[src/psptx_defines.vh]
`ifndef PSPTX_DEFINES_VH
`define PSPTX_DEFINES_VH

// register word indices; the byte address on the bus is four times each
`define PSPTX_IDX_RSVD_A 6'h3E
`define PSPTX_IDX_RSVD_B 6'h3F
`define PSPTX_IDX_MODE 6'h00
`define PSPTX_IDX_TXSTATE 6'h01
`define PSPTX_IDX_STATUS 6'h02
`define PSPTX_IDX_SYMOUT 6'h03
`define PSPTX_IDX_SYMIN 6'h04

// field positions
`define PSPTX_MODE_DRIVE_BIT 0
`define PSPTX_STAT_PERR_BIT 0
`define PSPTX_STAT_DETECT_BIT 1
`define PSPTX_STAT_SELECT_BIT 2
`define PSPTX_STAT_ENABLE_BIT 3
`define PSPTX_SYMOUT_CTRL_BIT 8

// transmit state codes
`define PSPTX_TXSTATE_W 3
`define PSPTX_TXSTATE_OFF 3'h0

// reset values
`define PSPTX_RESET_TXSTATE 3'h0
`define PSPTX_RESET_RSVD 8'h00
// idle request word: parity set, control and symbols clear, odd in total
`define PSPTX_RESET_REQ 10'h200

// bus answers
`define PSPTX_RESP_OKAY 2'h0
`define PSPTX_RESP_SLVERR 2'h2

`endif

[src/psptx_pair_parity.v]
`timescale 1ns/1ns
`default_nettype none

// odd parity bit for a 10-bit transfer: parity, control flag, two symbols
module psptx_pair_parity (
  input wire ctrlFlag,
  input wire [7:0] symbolPair,
  output wire parityBit
);

  // odd total: parity bit is the inverse of the xor of the other nine
  assign parityBit = ~(^{ctrlFlag, symbolPair});

endmodule // psptx_pair_parity

`default_nettype wire

[src/psptx_symbol_port.v]
`timescale 1ns/1ns
`default_nettype none
`include "psptx_defines.vh"

module psptx_symbol_port (
  input wire clk_sys,
  input wire reset,
  // axi4-lite slave
  input wire [7:0] s_axi_awaddr,
  input wire s_axi_awvalid,
  output wire s_axi_awready,
  input wire [31:0] s_axi_wdata,
  input wire [3:0] s_axi_wstrb,
  input wire s_axi_wvalid,
  output wire s_axi_wready,
  output wire [1:0] s_axi_bresp,
  output wire s_axi_bvalid,
  input wire s_axi_bready,
  input wire [7:0] s_axi_araddr,
  input wire s_axi_arvalid,
  output wire s_axi_arready,
  output wire [31:0] s_axi_rdata,
  output wire [1:0] s_axi_rresp,
  output wire s_axi_rvalid,
  input wire s_axi_rready,
  // symbol source feeding the indicate path
  input wire [3:0] firstSymbol,
  input wire [3:0] secondSymbol,
  input wire pairIsControl,
  // indicate path out
  output wire indicateParityOut,
  output wire indicateCtrlFlag,
  output wire [7:0] indicateSymbolPair,
  // request path in
  input wire requestParityIn,
  input wire requestCtrlFlag,
  input wire [7:0] requestSymbolPair,
  // request path forwarded to the transmitter side
  output wire [7:0] forwardSymbolPair,
  output wire forwardCtrlFlag,
  // transceiver side
  input wire pmdSerialRx,
  output wire pmdSerialTx,
  input wire linePresent,
  input wire txEnablePolaritySelect,
  output wire pmdTxEnableOut,
  // transmit state code comes from the transmitter on this clock
  input wire [2:0] transmitStateCode
);

  // ----------------------------------------------------------------
  // functions
  // ----------------------------------------------------------------
  function [5:0] wordIndex;
    input [7:0] byteAddr;
    begin
      wordIndex = byteAddr[7:2];
    end
  endfunction

  function oddParityOk;
    input par;
    input ctl;
    input [7:0] pair;
    begin
      oddParityOk = ^{par, ctl, pair};
    end
  endfunction

  // ----------------------------------------------------------------
  // pin synchronisers
  // ----------------------------------------------------------------
  reg [1:0] selSync_q;
  reg [1:0] detSync_q;
  reg [1:0] rxSync_q;
  reg [9:0] reqStage1_q;
  reg [9:0] reqStage2_q;

  // request stages reset to an odd-parity idle word: an all-zero reset
  // would read as bad parity and raise a false error right after reset
  always @(posedge clk_sys) begin
    if (reset) begin
      selSync_q <= 2'h0;
      detSync_q <= 2'h0;
      rxSync_q <= 2'h0;
      reqStage1_q <= `PSPTX_RESET_REQ;
      reqStage2_q <= `PSPTX_RESET_REQ;
    end else begin
      selSync_q <= {selSync_q[0], txEnablePolaritySelect};
      detSync_q <= {detSync_q[0], linePresent};
      rxSync_q <= {rxSync_q[0], pmdSerialRx};
      reqStage1_q <= {requestParityIn, requestCtrlFlag, requestSymbolPair};
      reqStage2_q <= reqStage1_q;
    end
  end

  wire selLevel = selSync_q[1];

  // ----------------------------------------------------------------
  // registers
  // ----------------------------------------------------------------
  reg driveMode_q;
  reg parityErr_q;
  reg [7:0] rsvdA_q;
  reg [7:0] rsvdB_q;
  reg txEnable_q;
  reg indParity_q;
  reg indCtrl_q;
  reg [7:0] indPair_q;
  reg [7:0] fwdPair_q;
  reg fwdCtrl_q;
  reg serialTx_q;

  // ----------------------------------------------------------------
  // transmitter enable
  // ----------------------------------------------------------------
  // drive mode clear, or transmitter off: inverse of select; else follow
  wire txOff = (transmitStateCode == `PSPTX_TXSTATE_OFF);
  wire txEnable_d = (driveMode_q && !txOff) ? selLevel : ~selLevel;

  always @(posedge clk_sys) begin
    if (reset) begin
      txEnable_q <= 1'b0;
    end else begin
      txEnable_q <= txEnable_d;
    end
  end

  // ----------------------------------------------------------------
  // indicate path
  // ----------------------------------------------------------------
  wire indParity_d;

  psptx_pair_parity uParity (
    .ctrlFlag(pairIsControl),
    .symbolPair({firstSymbol, secondSymbol}),
    .parityBit(indParity_d)
  );

  always @(posedge clk_sys) begin
    if (reset) begin
      indParity_q <= 1'b1;
      indCtrl_q <= 1'b0;
      indPair_q <= 8'h00;
    end else begin
      indParity_q <= indParity_d;
      indCtrl_q <= pairIsControl;
      indPair_q <= {firstSymbol, secondSymbol};
    end
  end

  // ----------------------------------------------------------------
  // request path: check and forward
  // ----------------------------------------------------------------
  // bad parity is flagged only; symbols still go through unchanged
  wire reqBad = !oddParityOk(reqStage2_q[9], reqStage2_q[8],
    reqStage2_q[7:0]);

  always @(posedge clk_sys) begin
    if (reset) begin
      fwdPair_q <= 8'h00;
      fwdCtrl_q <= 1'b0;
      serialTx_q <= 1'b0;
    end else begin
      fwdPair_q <= reqStage2_q[7:0];
      fwdCtrl_q <= reqStage2_q[8];
      serialTx_q <= rxSync_q[1];
    end
  end

  // ----------------------------------------------------------------
  // axi4-lite write channel
  // ----------------------------------------------------------------
  reg awHeld_q;
  reg wHeld_q;
  reg [7:0] awAddr_q;
  reg [31:0] wData_q;
  reg [3:0] wStrb_q;
  reg bValid_q;
  reg [1:0] bResp_q;
  reg awReady_q;
  reg wReady_q;

  // each ready is a flop holding the inverse of its channel's next busy
  // state, so no bus input reaches a bus output through logic
  wire awTake = s_axi_awvalid && awReady_q;
  wire wTake = s_axi_wvalid && wReady_q;
  wire doWrite = awHeld_q && wHeld_q && !bValid_q;
  wire awHeld_d = doWrite ? 1'b0 : (awTake ? 1'b1 : awHeld_q);
  wire wHeld_d = doWrite ? 1'b0 : (wTake ? 1'b1 : wHeld_q);
  wire bValid_d = doWrite ? 1'b1 :
    ((bValid_q && s_axi_bready) ? 1'b0 : bValid_q);
  wire [5:0] wIdx = wordIndex(awAddr_q);
  wire wMapped = (wIdx == `PSPTX_IDX_MODE) ||
    (wIdx == `PSPTX_IDX_STATUS) || (wIdx == `PSPTX_IDX_RSVD_A) ||
    (wIdx == `PSPTX_IDX_RSVD_B);
  wire clearPerr = doWrite && (wIdx == `PSPTX_IDX_STATUS) && wStrb_q[0] &&
    wData_q[`PSPTX_STAT_PERR_BIT];

  always @(posedge clk_sys) begin
    if (reset) begin
      awHeld_q <= 1'b0;
      wHeld_q <= 1'b0;
      awAddr_q <= 8'h00;
      wData_q <= 32'h00000000;
      wStrb_q <= 4'h0;
      bValid_q <= 1'b0;
      bResp_q <= `PSPTX_RESP_OKAY;
      awReady_q <= 1'b1;
      wReady_q <= 1'b1;
      driveMode_q <= 1'b0;
      rsvdA_q <= `PSPTX_RESET_RSVD;
      rsvdB_q <= `PSPTX_RESET_RSVD;
    end else begin
      awReady_q <= !awHeld_d && !bValid_d;
      wReady_q <= !wHeld_d && !bValid_d;
      if (awTake) begin
        awHeld_q <= 1'b1;
        awAddr_q <= s_axi_awaddr;
      end
      if (wTake) begin
        wHeld_q <= 1'b1;
        wData_q <= s_axi_wdata;
        wStrb_q <= s_axi_wstrb;
      end
      if (doWrite) begin
        awHeld_q <= 1'b0;
        wHeld_q <= 1'b0;
        bValid_q <= 1'b1;
        bResp_q <= wMapped ? `PSPTX_RESP_OKAY : `PSPTX_RESP_SLVERR;
        if (wIdx == `PSPTX_IDX_MODE && wStrb_q[0]) begin
          driveMode_q <= wData_q[`PSPTX_MODE_DRIVE_BIT];
        end
        // stored only so a careless write does no harm elsewhere
        if (wIdx == `PSPTX_IDX_RSVD_A && wStrb_q[0]) begin
          rsvdA_q <= wData_q[7:0];
        end
        if (wIdx == `PSPTX_IDX_RSVD_B && wStrb_q[0]) begin
          rsvdB_q <= wData_q[7:0];
        end
      end else if (bValid_q && s_axi_bready) begin
        bValid_q <= 1'b0;
      end
    end
  end

  // a new error in the clearing cycle wins over the clear
  always @(posedge clk_sys) begin
    if (reset) begin
      parityErr_q <= 1'b0;
    end else if (reqBad) begin
      parityErr_q <= 1'b1;
    end else if (clearPerr) begin
      parityErr_q <= 1'b0;
    end
  end

  // ----------------------------------------------------------------
  // axi4-lite read channel
  // ----------------------------------------------------------------
  reg rValid_q;
  reg [31:0] rData_q;
  reg [1:0] rResp_q;
  reg [31:0] rdMux;
  reg rdHit;
  reg arReady_q;

  wire arTake = s_axi_arvalid && arReady_q;
  wire rValid_d = arTake ? 1'b1 :
    ((rValid_q && s_axi_rready) ? 1'b0 : rValid_q);

  // only one read may be open: arready drops with the answer it makes
  always @(posedge clk_sys) begin
    if (reset) begin
      arReady_q <= 1'b1;
    end else begin
      arReady_q <= !rValid_d;
    end
  end

  always @* begin
    rdMux = 32'h00000000;
    rdHit = 1'b1;
    case (wordIndex(s_axi_araddr))
      `PSPTX_IDX_MODE: rdMux[`PSPTX_MODE_DRIVE_BIT] = driveMode_q;
      `PSPTX_IDX_TXSTATE: begin
        rdMux[`PSPTX_TXSTATE_W-1:0] = transmitStateCode;
      end
      `PSPTX_IDX_STATUS: begin
        rdMux[`PSPTX_STAT_PERR_BIT] = parityErr_q;
        rdMux[`PSPTX_STAT_DETECT_BIT] = detSync_q[1];
        rdMux[`PSPTX_STAT_SELECT_BIT] = selLevel;
        rdMux[`PSPTX_STAT_ENABLE_BIT] = txEnable_q;
      end
      `PSPTX_IDX_SYMOUT: begin
        rdMux[`PSPTX_SYMOUT_CTRL_BIT:0] = {indCtrl_q, indPair_q};
      end
      `PSPTX_IDX_SYMIN: begin
        rdMux[`PSPTX_SYMOUT_CTRL_BIT:0] = {fwdCtrl_q, fwdPair_q};
      end
      `PSPTX_IDX_RSVD_A: rdMux[7:0] = rsvdA_q;
      `PSPTX_IDX_RSVD_B: rdMux[7:0] = rsvdB_q;
      default: rdHit = 1'b0;
    endcase
  end

  always @(posedge clk_sys) begin
    if (reset) begin
      rValid_q <= 1'b0;
      rData_q <= 32'h00000000;
      rResp_q <= `PSPTX_RESP_OKAY;
    end else if (arTake) begin
      rValid_q <= 1'b1;
      rData_q <= rdMux;
      rResp_q <= rdHit ? `PSPTX_RESP_OKAY : `PSPTX_RESP_SLVERR;
    end else if (rValid_q && s_axi_rready) begin
      rValid_q <= 1'b0;
    end
  end

  // ----------------------------------------------------------------
  // outputs
  // ----------------------------------------------------------------
  assign s_axi_awready = awReady_q;
  assign s_axi_wready = wReady_q;
  assign s_axi_bvalid = bValid_q;
  assign s_axi_bresp = bResp_q;
  assign s_axi_arready = arReady_q;
  assign s_axi_rvalid = rValid_q;
  assign s_axi_rdata = rData_q;
  assign s_axi_rresp = rResp_q;
  assign indicateParityOut = indParity_q;
  assign indicateCtrlFlag = indCtrl_q;
  assign indicateSymbolPair = indPair_q;
  assign forwardSymbolPair = fwdPair_q;
  assign forwardCtrlFlag = fwdCtrl_q;
  assign pmdSerialTx = serialTx_q;
  assign pmdTxEnableOut = txEnable_q;

endmodule // psptx_symbol_port

`default_nettype wire

[config.mk]
export PLATFORM = sky130hd
export DESIGN_NAME = psptx_symbol_port
export DESIGN_NICKNAME = d
export VERILOG_FILES = /design/src/psptx_pair_parity.v /design/src/psptx_symbol_port.v
export VERILOG_INCLUDE_DIRS = /design/src
export SDC_FILE = /design/constraint.sdc
export NUM_CORES = 1
export LEC_CHECK = 0
export ABC_AREA = 1
export BUFFER_PORTS_ARGS = -buffer_cell sky130_fd_sc_hd__buf_2
export CAP_MARGIN = 0
export CORE_MARGIN = 2
export CORE_UTILIZATION = 44
export DETAILED_ROUTE_END_ITERATION = 10
export PLACE_DENSITY = 0.71
export SYNTH_ARGS = -nofsm -noshare
export SYNTH_HDL_FRONTEND = slang
export SYNTH_SLANG_ARGS = --single-unit
[constraint.sdc]
create_clock -name clk_sys -period 1.1 [get_ports clk_sys]
set_input_delay 0.11 -clock clk_sys [delete_from_list [all_inputs] [get_ports clk_sys]]
set_output_delay 0.11 -clock clk_sys [all_outputs]
set_load 0.05 [all_outputs]
; After elaboration in Yosys (flattened, before gate mapping)
; Index checks and enable logic that the tools add are counted.
[word_totals]
regBits = 102
in_bits = 84
out_inout_bits = 62
word_cells = 94
[classes]
eq_ne = 10
n_mux = 19
bitwise = 2
reduce_logical = 34
[op_table]
columns = op, n
row1 = $eq A6 B6 Y1 const B, 4
row2 = $eq A6 B2 Y1 const B, 3
row3 = $logic_and A1 B1 Y1, 16
row4 = $pmux W4 S4, 1
row5 = $logic_not A6 Y1, 2
row6 = $mux W1, 12
row7 = $pmux W2 S6, 1
row8 = $reduce_xor A10 Y1, 1
row9 = $reduce_xor A9 Y1, 1
row10 = $pmux W1 S7, 1
row11 = $reduce_or A7 Y1, 1
row12 = $eq A6 B1 Y1 const B, 1
row13 = $eq A6 B3 Y1 const B, 1
row14 = $logic_not A1 Y1, 6
row15 = $reduce_and A2 Y1, 3
row16 = $pmux W1 S5, 1
row17 = $mux W2, 2
row18 = $logic_not A3 Y1, 1
row19 = $logic_or A1 B1 Y1, 3
row20 = $ne A2 B2 Y1 const B, 1
row21 = $not A1 Y1, 2
row22 = $pmux W1 S2, 1

; Logic depth before layout (Yosys ltp)
[logic_depth]
word_depth = 7
ltp_mapped = 11
depth_no_buf = 11

; Cells and area by module
; Synthesis repeated with hierarchy kept, for this count alone.
[unflattened]
cells_unflattened = 570
hier_area_um2 = 4090.2
[modules_own_cells]
columns = mod, instances, cells_per_inst, area_per_inst_um2
row1 = psptx_symbol_port, 1, 533, 3937.5
row2 = psptx_pair_parity, 1, 37, 152.6

; Worst setup path after synthesis
; No wires, ideal clock.
[synth_timing]
path_kind = register -> register
from = register arReady_q (netlist: s_axi_arready)
to = register rData_q[1] (netlist: s_axi_rdata[1])
setup_ns = 0.070
arrival_time_ns = 1.383
t_required_ns = 1.030
path_slack_ns = -0.353
stages_incl_launch_ff = 6
n_path_buf = 1
synth_period_minus_slack_ns = 1.453
path_cell_list = dfxtp_1 > nand2_1 > inv_1 > buf_2 > o21ai_0 > a21oi_1
[synth_via]
elab_chain_cells = 1
[synth_rtl]
columns = element, line_no
row1 = from (decl), psptx_symbol_port.v:266  ; reg arReady_q;
row2 = from (signal assigned), psptx_symbol_port.v:277  ; arReady_q <= !rValid_d;
row3 = $logic_and A1 B1 Y1, psptx_symbol_port.v:268  ; wire arTake = s_axi_arvalid && arReady_q;
row4 = to (signal assigned), psptx_symbol_port.v:314  ; rData_q <= rdMux;
row5 = to (decl), psptx_symbol_port.v:262  ; reg [31:0] rData_q;
; No other way between the ends.
; A chain may end at the register's enable or synchronous reset.

; Final worst setup path
[layout_timing]
from = register awAddr_q[4]
to = register rsvdB_q[3]
[layout_via]
elab_chain_cells = 3
[layout_rtl]
columns = element, line_no
row1 = from (decl), psptx_symbol_port.v:176  ; reg [7:0] awAddr_q;
row2 = from (signal assigned), psptx_symbol_port.v:219  ; awAddr_q <= s_axi_awaddr;
row3 = $eq A6 B6 Y1 (no line), -
row4 = $logic_and A1 B1 Y1, psptx_symbol_port.v:238  ; if (wIdx == `PSPTX_IDX_RSVD_B && wStrb_q[0]) begin
row5 = $reduce_and A2 Y1 (no line), -
row6 = to (signal assigned), psptx_symbol_port.v:213  ; rsvdB_q <= `PSPTX_RESET_RSVD;
row7 = to (signal assigned), psptx_symbol_port.v:239  ; rsvdB_q <= wData_q[7:0];
row8 = to (decl), psptx_symbol_port.v:105  ; reg [7:0] rsvdB_q;
; No other way between the ends.

==> out/qor_table.md <==
| Metric | Value | Unit |
|---|---|---|
| Initial antenna violation count | 0 | - |
| Warning count from the yosys run | 0 | - |
| Cells taking the most area after synthesis | dfxtp_1 (49%), nand2_1 (8.3%), nor2_1 (7.9%) | - |
| R2r setup slk | -190 | ps |
| Simple-gate share of the synthesized area | 24.65 | % |
| Post-DP HPWL | 6777 | µm |
| Die area | 9929 | µm² |
| Ports | 146 | - |
| Number of cells on the worst reg-to-reg path | 7 | - |
| Post-Route WL | 9623 | µm |
| Outcome | finished with violations | - |
| Most area-hungry cell type in the Yosys netlist | dfxtp_1 | - |
| Port-buffer cells | 89 | - |
| Fmax | 776.4 | MHz |
| TritonCTS clock tree | done | - |
| Number of vias per cell after detailed routing | 4.594 | - |
| DIE HEIGHT | 99.65 | µm |
| End of the worst register-to-register path | rsvdB_q[3] | - |
| Crit share post-route | 117.1 | % |
| Proportion of netlist area held by the largest area contributor | 48.74 | % |
| Violations in the final reports | negative setup slack | - |
| Synthesized-area fraction occupied by adder cells | 0 | % |
| Worst reg2reg startpoint | awAddr_q[4] | - |
| Post-synthesis cell area | 4025 | µm² |
| Number of buffers added by the clock tree synthesis step | 9 | - |
| Number of nets in the final layout | 742 | - |
| N_diodes | 0 | - |
| Number of maximum-capacitance violations | 0 | - |
| Count of flip-flops with a built-in enable after synthesis | 0 | - |
| Unique cell type count in the Yosys netlist | 34 | - |
| Crit path launch type | flop | - |
| Number of synthesized register bits | 98 | - |
| Pin count of the biggest net entering global routing | 39 | - |
| Worst skew pair latency | 360 | ps |
| Area fraction in compound gates after synthesis | 10.76 | % |
| Global-route usage over all layers | 19.64 | % |
| CP Capture Point | rsvdB_q[3] | - |
| Standard cell area after detailed placement | 4628 | µm² |
| Kind of critical path | reg -> reg | - |
| Root buf cell | clkbuf_8 | - |
| Wire length of the first global-routing pass | 15,480 | µm |
| Worst Hold Slack | 15.44 | ps |
| Area growth syn-to-layout | 32.73 | % |
| Leading cell types by count after synthesis | dfxtp_1 (98), nand2_1 (89), nor2_1 (85) | - |
| Top_reg_cell synth | dfxtp_1 | - |
| Critical path required time | 1380 | ps |
| XOR/XNOR share of the synthesized area | 2.176 | % |
| Final design area excluding fillers | 5343 | µm² |
| Starting DRC count in detailed routing | 97 | - |
| Clk sinks | 98 | - |
| Sequential share of the synthesized area | 48.74 | % |
| Largest fanout on the critical path | 4 | - |
| Largest family of logic cells by synthesized area | simple AND/OR/NAND/NOR gates | - |
| Post-route setup slack | -187.9 | ps |
| Fill cells | 764 | - |
| Share of flip-flops with an asynchronous set or reset | 0 | % |
| Shortest clock period the worst path allows after layout | 1288 | ps |
| Count of TritonRoute iterations in the first routing pass | 4 | - |
| Multiplexer share of the synthesized area | 0 | % |
| Setup-violating endpoint count in the final report | 19 | - |
| Die Span X | 99.65 | µm |
| Peak supply drop | 0.8025 | mV |
| Worst endpoint data arrival time | 1570 | ps |
| CTS H-tree lvls | 3 | - |
| Clock-pin transition on the worst setup and hold timing paths | 100 | ps |
| Final hold vios | 0 | - |
| Hold crit path type | in -> reg | - |
| Gate count after technology mapping | 524 | - |
| Core Box Area | 8806 | µm² |
| Avg Cell Area, Syn | 7.682 | µm² |
| Utilization of the core after routing | 60.67 | % |
| Leakage power summed over all cells | 0.002581 | µW |
| Longest Clk Path Bufs | 2 | - |
| Sort of element at the end of the critical path | flop | - |
| Initial Util | 45.71 | % |
| Number of pins with negative max-slew slack in the final report | 0 | - |
| Routability cong. | 0.8807 | - |
| Site Rows | 34 | - |
| Most common cell in the synthesized netlist | dfxtp_1 | - |
| Detailed-route via count | 3,542 | - |
| Vias in the first global route | 3,395 | - |
| RSZ-0062 raised after global routing | yes | - |
| Wire length per cell after detailed routing | 12.48 | µm |
| GRT Residual Overflow | 0 | - |
| DRC Markers | 0 | - |
| Share of post-route cells with drive strength above 1 | 29.26 | % |
| ANT nets after route | 0 | - |
| Worst Skew | 9.252 | ps |
| First element of the critical path | awAddr_q[4] | - |
| Power Density | 1431 | nW/µm² |
placed cells by master (no fill, tap or decap), types with 3 or more instances in the layout:
cell	count
nand4_1	7
o21ai_0	24
a21oi_2	5
buf_2	59
or2_2	3
conb_1	25
nand3_1	13
nor2_4	9
a21oi_1	27
buf_4	37
inv_2	4
a211oi_2	5
nand2_1	88
dlygate4sd3_1	23
dfxtp_2	11
buf_6	3
inv_4	3
dfxtp_4	4
xor2_1	3
inv_1	68
o21ai_1	11
xnor2_1	7
clkbuf_8	9
dfxtp_1	83
clkbuf_4	13
nand2_2	3
nor2_1	79
nor2_2	7
logic make-up after synthesis:
kind of cell / after synthesis
DFF: 98
and+or+nand+nor: 221
xor gates and xnor gates: 10
AOI/OAI and AO/OA: 79
buffers and inverters: 115
other: 1
where the power goes:
part,internal (µW),switching [µW],total [µW]
clock network,1210,1250,2470
registers,3740,111,3850
logic,431,904,1340
how the worst min path moves through the flow:
stage / from / to / cells after the start
global placement: requestParityIn / reqStage1_q[9] / 2
floorplan: secondSymbol[0] / indicateSymbolPair[0] / 2
CTS: s_axi_awaddr[6] / awAddr_q[6] / 3
global route: s_axi_awaddr[4] / awAddr_q[4] / 3
detailed placement: requestParityIn / reqStage1_q[9] / 2
finish: s_axi_awaddr[4] / awAddr_q[4] / 3
critical path: stages (launching register included):
cell	delay [ps]
dfxtp_2	360
nand2_4	60
nor2_4	120
nand4_4	130
nor2_8	190
buf_6	120
nor2_2	40
a211oi_2	200
per-stage QoR:
step                      setup TNS, ps  power, µW  setup slack (ps)  cells
after floorplan                   -1588       4835            -140.3    548
after global placement            -1480       5092            -96.58    724
after detailed placement          -2436       5119            -183.3    724
after CTS                         -1678       7647            -137.8    768
after global routing              -3909       7973            -263.5    771
final                             -2458       7648            -187.9    771
registers in the layout (all words and copies together), names as in the netlist, 2 cells and up:
signal	flops
awAddr_q	6
detSync_q	2
forwardSymbolPair	8
indicateSymbolPair	8
reqStage1_q	10
reqStage2_q	10
rsvdA_q	8
rsvdB_q	8
rxSync_q	2
s_axi_rdata	9
selSync_q	2
wData_q	8
final cells by class:
| class | count | area [µm²] | share of cell area (%) |
|---|---|---|---|
| Sequential cell | 98 | 1991 | 37.26 |
| Timing Repair inverter | 1 | 8.758 | 0.1639 |
| Inverter | 76 | 297.8 | 5.574 |
| Clock inverter | 4 | 57.56 | 1.077 |
| Timing Repair Buffer | 137 | 974.7 | 18.24 |
| Tap cell | 108 | 135.1 | 2.529 |
| Multi-Input combinational cell | 335 | 1722 | 32.22 |
| Clock buffer | 12 | 156.4 | 2.927 |
routing by layer:
layer  GRT usage [%]  vias to the layer above  share of wire (%)
met1           23.01                     1598                 42
met4           7.482                        0                1.9
met3           3.303                       17                4.1
met2           35.71                       82                 52
met5               0                        -                  0
li1                -                     1845                  -
timing repair:
action	CTS	global route
setup buffers	5	2
hold buffers	23	0
endpoints found under the setup margin	36	36
endpoints found under the hold margin	24	0
pin swaps	3	6
gates resized for setup	36	37
cloned	0	1
Power figures use the tool's default switching activity.
